--- src/dac_link_cfg.svh ---
// Constants for the twelve-channel serial level loader.
// Behaviour
// - Word is 4 address then 8 level bits
// - Top nibble addresses, low byte is level
// - Channel number equals address plus one
// - Clock edges ignored while select high
// - Rising clock with select low shifts data
// - Host holds clock high when select rises
// - Only last twelve shifted bits are kept
// - Select rise strobes one channel register, none if address is 12 or above or while preset is held
// - Chosen register takes the low eight bits
// - One word per channel, any order
// - Serial clock accepted only while each phase outlasts the 100 ns local clock the device samples it on
// - Preset loads every channel with 128
// - Preset acts without waiting for clocks
// - Shutdown keeps every stored level
// - Release of shutdown restores outputs
// - Shutdown open-circuits all twelve outputs
// - Each channel holds an 8-bit code
`ifndef DAC_LINK_CFG_SVH
`define DAC_LINK_CFG_SVH
`define WORD_BITS      12
`define ADDR_MSB       11
`define ADDR_LSB       8
`define LEVEL_MSB      7
`define CHANNELS       12
`define MIDSCALE       8'h80
`define LINK_MIN_NS    30
`define CLK_NS         100
`define HALF_PERIOD    4
`define HALF_CYCLES    ((`LINK_MIN_NS + `CLK_NS - 1) / `CLK_NS)
`endif

--- src/dac_link_pkg.sv ---
// Types shared by both ends of the serial level link.
package dac_link_pkg;
  typedef logic [7:0]  level_t;
  typedef logic [3:0]  chan_addr_t;
  typedef logic [11:0] word_t;
  typedef enum logic [3:0] {
    IDLE  = 4'b0001,
    SHIFT = 4'b0010,
    CLOSE = 4'b0100,
    GAP   = 4'b1000
  } host_state_t;
endpackage

--- src/dac_link_if.sv ---
// Three-wire serial link plus preset and shutdown between host and device.
`timescale 1ns/100ps
interface dac_link_if;
  logic serialClk;
  logic selectN;
  logic serialInLine;
  logic midscalePresetN;
  logic powerDownN;
  modport host (output serialClk, output selectN, output serialInLine,
                output midscalePresetN, output powerDownN);
  modport device (input serialClk, input selectN, input serialInLine,
                  input midscalePresetN, input powerDownN);
endinterface

--- src/dac_loader_host.sv ---
// Host end: two-entry word buffer feeding a divided serial clock shifter.
`timescale 1ns/100ps
`include "dac_link_cfg.svh"
module dac_loader_host (
  input  wire logic                 clk,
  input  wire logic                 rst,
  dac_link_if.host                  link,
  input  wire logic                 wordValid,
  output logic                      wordReady,
  input  wire dac_link_pkg::word_t  wordData,
  input  wire logic                 presetRequest,
  input  wire logic                 shutdownRequest,
  output logic                      busy
);
  import dac_link_pkg::*;

  word_t       buffer [2];
  logic        wrPtr;
  logic        rdPtr;
  logic [1:0]  count;
  host_state_t state;
  word_t       shiftOut;
  logic [3:0]  bitsLeft;
  logic [2:0]  halfCount;
  logic        takeWord;

  assign wordReady = (count != 2'd2);
  assign takeWord  = (state == IDLE) && (count != 2'd0);
  assign busy      = (state != IDLE) || (count != 2'd0);

  always_ff @(posedge clk or posedge rst) begin
    if (rst) begin
      wrPtr     <= 1'b0;
      rdPtr     <= 1'b0;
      count     <= 2'd0;
      buffer[0] <= 12'h000;
      buffer[1] <= 12'h000;
    end else begin
      if (wordValid && wordReady) begin
        buffer[wrPtr] <= wordData;
        wrPtr <= ~wrPtr;
      end
      if (takeWord) begin
        rdPtr <= ~rdPtr;
      end
      count <= count + 2'(wordValid && wordReady) - 2'(takeWord);
    end
  end

  // The link clock is a divided local clock; half period is far above
  // the 30 ns floor, so the device sampler always sees each level.
  always_ff @(posedge clk or posedge rst) begin
    if (rst) begin
      state             <= IDLE;
      shiftOut          <= 12'h000;
      bitsLeft          <= 4'd0;
      halfCount         <= 3'd0;
      link.serialClk    <= 1'b1;
      link.selectN      <= 1'b1;
      link.serialInLine <= 1'b0;
    end else begin
      case (state)
        IDLE: begin
          link.serialClk <= 1'b1;
          link.selectN   <= 1'b1;
          if (takeWord) begin
            shiftOut          <= buffer[rdPtr];
            link.serialInLine <= buffer[rdPtr][`ADDR_MSB];
            bitsLeft          <= 4'(`WORD_BITS);
            halfCount         <= 3'(`HALF_PERIOD);
            link.selectN      <= 1'b0;
            state             <= SHIFT;
          end
        end
        SHIFT: begin
          if (halfCount != 3'd0) begin
            halfCount <= halfCount - 3'd1;
          end else begin
            halfCount <= 3'(`HALF_PERIOD);
            if (link.serialClk) begin
              link.serialClk    <= 1'b0;
              // Data moves on the falling edge, so the device's sampler
              // never sees it change together with the rising edge.
              link.serialInLine <= shiftOut[`WORD_BITS-1];
            end else begin
              link.serialClk <= 1'b1;
              shiftOut <= {shiftOut[`WORD_BITS-2:0], 1'b0};
              bitsLeft <= bitsLeft - 4'd1;
              if (bitsLeft == 4'd1) begin
                state <= CLOSE;
              end
            end
          end
        end
        CLOSE: begin
          if (halfCount != 3'd0) begin
            halfCount <= halfCount - 3'd1;
          end else begin
            link.selectN <= 1'b1;
            halfCount    <= 3'(`HALF_PERIOD);
            state        <= GAP;
          end
        end
        GAP: begin
          // Each word gets its own select frame.
          if (halfCount != 3'd0) begin
            halfCount <= halfCount - 3'd1;
          end else begin
            state <= IDLE;
          end
        end
        default: state <= IDLE;
      endcase
    end
  end

  always_ff @(posedge clk or posedge rst) begin
    if (rst) begin
      link.midscalePresetN <= 1'b0;
      link.powerDownN      <= 1'b1;
    end else begin
      link.midscalePresetN <= ~presetRequest;
      link.powerDownN      <= ~shutdownRequest;
    end
  end
endmodule

--- src/flat_wrapper.sv ---
// flat-port wrapper written by rule: the top's interface ports become plain ports
module dac_loader_host_flat import dac_link_pkg::*;
  (clk, rst, wordValid, wordReady, wordData, presetRequest, shutdownRequest, busy, link_serialClk, link_selectN, link_serialInLine, link_midscalePresetN, link_powerDownN);
  dac_link_if link_i ();
  input  wire logic clk;
  input  wire logic rst;
  input  wire logic wordValid;
  output logic wordReady;
  input  wire dac_link_pkg::word_t wordData;
  input  wire logic presetRequest;
  input  wire logic shutdownRequest;
  output logic busy;
  output wire logic [$bits(link_i.serialClk)-1:0] link_serialClk;
  output wire logic [$bits(link_i.selectN)-1:0] link_selectN;
  output wire logic [$bits(link_i.serialInLine)-1:0] link_serialInLine;
  output wire logic [$bits(link_i.midscalePresetN)-1:0] link_midscalePresetN;
  output wire logic [$bits(link_i.powerDownN)-1:0] link_powerDownN;
  assign link_serialClk = link_i.serialClk;
  assign link_selectN = link_i.selectN;
  assign link_serialInLine = link_i.serialInLine;
  assign link_midscalePresetN = link_i.midscalePresetN;
  assign link_powerDownN = link_i.powerDownN;
  dac_loader_host u_core (.clk(clk), .rst(rst), .link(link_i), .wordValid(wordValid), .wordReady(wordReady), .wordData(wordData), .presetRequest(presetRequest), .shutdownRequest(shutdownRequest), .busy(busy));
endmodule
--- config.mk ---
export PLATFORM = sky130hd
export DESIGN_NAME = dac_loader_host_flat
export DESIGN_NICKNAME = d
export VERILOG_FILES = /design/src/dac_link_pkg.sv /design/src/dac_link_if.sv /design/src/dac_loader_host.sv /design/src/flat_wrapper.sv
export VERILOG_INCLUDE_DIRS = /design/src
export SDC_FILE = /design/constraint.sdc
export NUM_CORES = 1
export LEC_CHECK = 0
export BUFFER_PORTS_ARGS = -buffer_cell sky130_fd_sc_hd__buf_4
export CORE_AREA = 2 2 105 82
export CTS_CLUSTER_SIZE = 24
export DETAILED_ROUTE_END_ITERATION = 16
export DIE_AREA = 0 0 107 84
export GPL_ROUTABILITY_DRIVEN = 1
export GPL_TIMING_DRIVEN = 0
export RECOVER_POWER = 50
export SETUP_SLACK_MARGIN = 0.15
export SLEW_MARGIN = 20
export SYNTH_ARGS = -nofsm -noshare
export SYNTH_HDL_FRONTEND = slang
export SYNTH_SLANG_ARGS = --single-unit
--- constraint.sdc ---
create_clock -name clk -period 4.78 [get_ports clk]
set_input_delay 0.956 -clock clk [delete_from_list [all_inputs] [get_ports clk]]
set_output_delay 0.956 -clock clk [all_outputs]
set_load 0.01 [all_outputs]
== Word-level counts from Yosys, hierarchy flattened ==
Cells that the tools add are included.

* Equal/unequal tests: 15
* Bitwise logic cells: 6
* Muxes and demuxes: 35
* Reductions and logical operators: 16
* Order comparisons: 3
* Multiply operators: 0
* Add/sub/neg operators: 4
* Divide/modulo/power cells: 0
* Shift operators: 0

{| class="wikitable"
|+ Operators with widths
! operator !! number
|-
| two-way mux 12 bit || 7
|-
| two-way mux 4 bit || 9
|-
| bitwise mux 24 bit || 1
|-
| one-hot mux 12 bit (2 select lines) || 1
|-
| one-hot mux 4 bit (4 select lines) || 1
|-
| demux 12 bit (select 1 bit) || 1
|-
| != test 2 bit (second input constant) || 5
|-
| two-way mux 3 bit || 3
|-
| one-hot mux 3 bit (3 select lines) || 1
|-
| == test 4 x 1 -> 1 bit (second input constant) || 2
|-
| != test 2 x 1 -> 1 bit (second input constant) || 4
|-
| one-hot mux 4 bit (2 select lines) || 1
|-
| AND reduction 4 bit || 2
|-
| two-way mux 1 bit || 7
|-
| one-hot mux 1 bit (2 select lines) || 3
|-
| AND reduction 6 bit || 1
|-
| nonzero test 2 bit || 3
|-
| nonzero test 3 bit || 2
|-
| == test 4 x 2 -> 1 bit (second input constant) || 1
|-
| == test 4 x 3 -> 1 bit (second input constant) || 1
|-
| == test 4 bit (second input constant) || 1
|-
| >= comparator 2 bit (second input constant) || 2
|-
| != test 4 x 1 -> 1 bit (second input constant) || 1
|-
| NOT 1 bit || 4
|-
| 11 further kinds || 15
|}

* Bits in latches: 0
* Memory bits (read-only): 0
* Memories: 0
* Register bits: 56
* RAM bits: 0

== Logic depth before layout (Yosys ltp) ==
* Depth in word-level cells: 6
* Gate-level depth with buffers: 7
* Depth with buffers taken out: 6

== Worst setup path before layout ==
No wires, ideal clock.

* Path type: register -> output
* Start: register u_core.state[0]
* End: output busy
* Buffers on the path: 2
* Path slack: 2265 ps
* Stages on the path, launching flop included: 5
* Data arrival time: 1559 ps
* Required time: 3824 ps
* Cells stage by stage: dfstp_2 -> buf_4 -> or4b_1 -> buf_2 -> or3_1

* Word-level cells in the longest chain between the ends: 2

{| class="wikitable"
|+ RTL lines
! what !! line !! text
|-
| start, declared || dac_loader_host.sv:21 || <nowiki>host_state_t state;</nowiki>
|-
| start signal, assigned || dac_loader_host.sv:54 || <nowiki>state <= IDLE;</nowiki>
|-
| start signal, assigned || dac_loader_host.sv:72 || <nowiki>state <= SHIFT;</nowiki>
|-
| start signal, assigned || dac_loader_host.sv:90 || <nowiki>state <= CLOSE;</nowiki>
|-
| != test 4 x 1 -> 1 bit || dac_loader_host.sv:29 || <nowiki>assign busy = (state != IDLE) || (count != 2'd0);</nowiki>
|-
| logical OR 1 bit || dac_loader_host.sv:29 ||
|-
| end, declared || flat_wrapper.sv:12 || <nowiki>output logic busy;</nowiki>
|}

Every way passes these cells.

== Final worst setup path ==
Same ends and word-level chain as after synthesis.

==> flow_metrics.env <==
export IMPL_drc_errors=0
export IMPL_insertion_delay_ns=0.30
export IMPL_vias_per_cell=4.70
export IMPL_cp_slowest_cell="dfstp_2"
export IMPL_area_growth_pct=15.8
export IMPL_synth_mux_area_fraction_pct=16.1
export IMPL_std_cell_rows=29
export IMPL_wl_per_cell_um=13.1
export IMPL_initial_core_util_pct=32.6
export IMPL_place_inst=373
export IMPL_cts_made_buffers=5
export IMPL_final_setup_skew_ns=0.00284
export IMPL_path_class="reg2out"
export IMPL_synth_compound_area_share_pct=10.6
export IMPL_failed_checks="capacitance limit, slew limit"
export IMPL_max_slew_margin_pct=-62.1
export IMPL_path_cells="buf_4 -> or4b_1 -> buf_2 -> or3_1 -> buf_4"
export IMPL_cts_tree="built"
export IMPL_peakVddDrop_uv=228
export IMPL_crit_buf_inv=3
export IMPL_fill_cells=808
export IMPL_gp_congestion=0.745
export IMPL_finalNonFillerCells=381
export IMPL_rsz0062_at_grt="false"
export IMPL_synth_warnings=0
export IMPL_synthSimpleGateAreaFrac_pct=11.9
export IMPL_final_layout_size_suffix_gt1_share_pct=24.5
export IMPL_max_cap_violations=1
export IMPL_gr_usage_met3_pct=2.97
export IMPL_grt_total_usage_pct=11.9
export IMPL_syn_avg_cell_area_um2=10.9
export IMPL_drv_slew=57
export IMPL_postSynthCellCount=242
export IMPL_routed_wl_mm=4.99
export IMPL_max_freq_mhz=329
export IMPL_finalHoldViolCount=0
export IMPL_grt_busiest_layer="met1"
export IMPL_cp_data_arrival_time_ns=2.08
export IMPL_crit_family="simple AND/OR/NAND/NOR gates"
export IMPL_grt_max_degree=57
export IMPL_final_setup_viol_count=0
export IMPL_grt_pass1_wl_mm=8.57
export IMPL_synth_top_flop_cell="dfrtp_1"
export IMPL_worstSetupStartpointType="flip-flop"
export IMPL_cts_hold_buf=0
export IMPL_fp_dieArea_um2=8990
export IMPL_synth_top_family_by_area="multiplexers"
export IMPL_cp_end_kind="output port"
export IMPL_met2_usage_pct=16.4
export IMPL_drt_iter0_markers=69
export IMPL_async_flop_share_pct=100
export IMPL_grt_pass1_vias=1743
export IMPL_die_w_um=107
export IMPL_antenna_found_initial=0
export IMPL_cts_reportedPaths_clkPinSlew_ns=0.10
export IMPL_ant_nets=0
export IMPL_tns_ns=0
export IMPL_fin_util_pct=37.8
export IMPL_synth_edf_count=0
export IMPL_path_max_fanout=9
export IMPL_die_h_um=84
export IMPL_io_buffers=23
export IMPL_vias=1792
export IMPL_finalPower_uw=1240
export IMPL_fin_nets=294
export IMPL_hp_class="reg2reg"
export IMPL_io_pins=24
export IMPL_finalCritPeriodShare_pct=63.6
export IMPL_clockBufferDepth=2
export IMPL_dr_pass1_iters=4
export IMPL_use_met1_pct=18.8
export IMPL_coreArea_um2=8090
export IMPL_synthAdderAreaFrac_pct=2.37
export IMPL_grt_ovfl_total=0
export IMPL_synth_seq_area_share_pct=53.3
export IMPL_yosys_cell_types_count=39
export IMPL_cpPeakStageDelay_ns=0.52
export IMPL_clock_sinks=56
export IMPL_worst_pin_slew_ns=2.42
export IMPL_place_hpwl_mm=3.54
export IMPL_mappedNetlistArea_um2=2640
export IMPL_post_cts_resize_count=0
export IMPL_num_antenna_cells=0
export IMPL_finalCriticalPeriod_ns=3.04
export IMPL_htree_levels=2
export IMPL_ys_ff_latch=56
export IMPL_postCtsSetupBuffers=0
export IMPL_synthesis_nets=264
export IMPL_outcome="finished with violations"
export IMPL_cpMostUsedCell="buf_4"
export IMPL_root_buffer="clkbuf_8"
export IMPL_required_ns=3.82
export IMPL_total_leakage_power_uw=0.00140
export IMPL_synth_xor_area_share_pct=1.33
export IMPL_pwr_density_cell_nw_per_um2=406
## cells in the mapped netlist (all sizes together) (3+ instances only)
cell type  count  share of area (%)
dfrtp         52                 49
mux2          25                 11
nor2          23                3.3
o21ai         20                3.8
nand2         19                2.7
a21oi         18                3.4
mux2i         14                5.3
clkbuf         9                1.3
inv            9                1.3
buf            7                1.8
ha             5                2.4
dfstp          4                4.0
and3           3               0.71
nand3b         3               0.85
xnor2          3                1.0
## metal layers
metal,share of wire (%),vias up
met5,0,-
met4,0.50,0
met3,4.5,2
met2,41,35
met1,54,864
li1,-,891
## flip-flops by register name, indices dropped and copies added (netlist names)
register	flops
u_core.state	4
u_core.shiftOut	12
u_core.count	2
u_core.rdPtr	1
u_core.link.powerDownN	1
u_core.buffer	24
u_core.halfCount	3
u_core.link.serialClk	1
u_core.wrPtr	1
u_core.link.selectN	1
u_core.link.midscalePresetN	1
u_core.bitsLeft	4
u_core.link.serialInLine	1
## cell families (layout without fill, tap and decap cells)
family	after synthesis	after routing
compound gates	48	48
xor+xnor	4	4
fa+ha+maj	5	5
buf+inv	25	56
flops	56	56
mux	39	39
simple gates	65	65
## placed cells by master, fill, tap and decap left out, types with 2 or more instances in the layout
cell type  count
nand3b_1       3
o22ai_1        2
a21oi_1       18
buf_2          2
ha_1           5
mux2i_1       14
nor2_1        23
nor3_1         2
o2bb2ai_1      2
dfrtp_1       52
nand2b_1       2
mux2_2        24
xnor2_1        3
and3_1         3
nor4b_1        2
nand3_1        2
or4b_1         2
o21ai_0       19
clkbuf_1      10
clkbuf_4       4
buf_6          2
nor2b_1        2
clkbuf_8       5
inv_1          8
buf_1          2
buf_4         20
nand2_1       19
dfstp_2        4
or3_1          2
## final timing paths
check,depth (start not counted),start,endpoint,slack [ns]
worst min register to register,2,u_core.shiftOut[5],u_core.shiftOut[5],0.49
max in group asynchronous,2,rst,u_core.buffer[11],2.38
worst max register to register,6,u_core.state[2],u_core.shiftOut[7],2.42
worst max-delay path,5,u_core.state[0],busy,1.74
min in group asynchronous,2,rst,u_core.state[3],1.31
worst min-delay path,2,u_core.shiftOut[5],u_core.shiftOut[5],0.49
## worst register-to-register path, cell delays in order (launching register included)
cell      delay [ns]
dfrtp_1         0.39
clkbuf_1        0.22
nor4b_1         0.84
clkbuf_1        0.43
nor2_1          0.10
a21oi_1         0.16
o21ai_0         0.10
## metrics by stage
stage	setup WS (ns)	hold slack (ns)	area, µm²
2_1_floorplan	2.26	0.445	2640
3_3_place_gp	1.66	0.461	2950
3_5_place_dp	2.08	0.470	2950
4_1_cts	1.72	0.493	3060
5_1_grt	1.66	0.529	3060
6_report	1.74	0.492	3060
## final cells by class
| type | instances | area (µm²) | area share, % |
|---|---|---|---|
| multi-input combinational | 161 | 1120 | 36.6 |
| buffer | 16 | 81.3 | 2.66 |
| sequential | 56 | 1410 | 46.0 |
| timing repair buffer | 23 | 173 | 5.65 |
| tap | 108 | 135 | 4.42 |
| inverter | 9 | 35.0 | 1.15 |
| clock buffer | 6 | 72.6 | 2.38 |
| clock inverter | 2 | 35.0 | 1.15 |
## power breakdown
part	internal (µW)	switching [µW]
logic	163	118
clock network	156	148
registers	594	59.7
total	913	326
(Power assumes the default switching activity.)
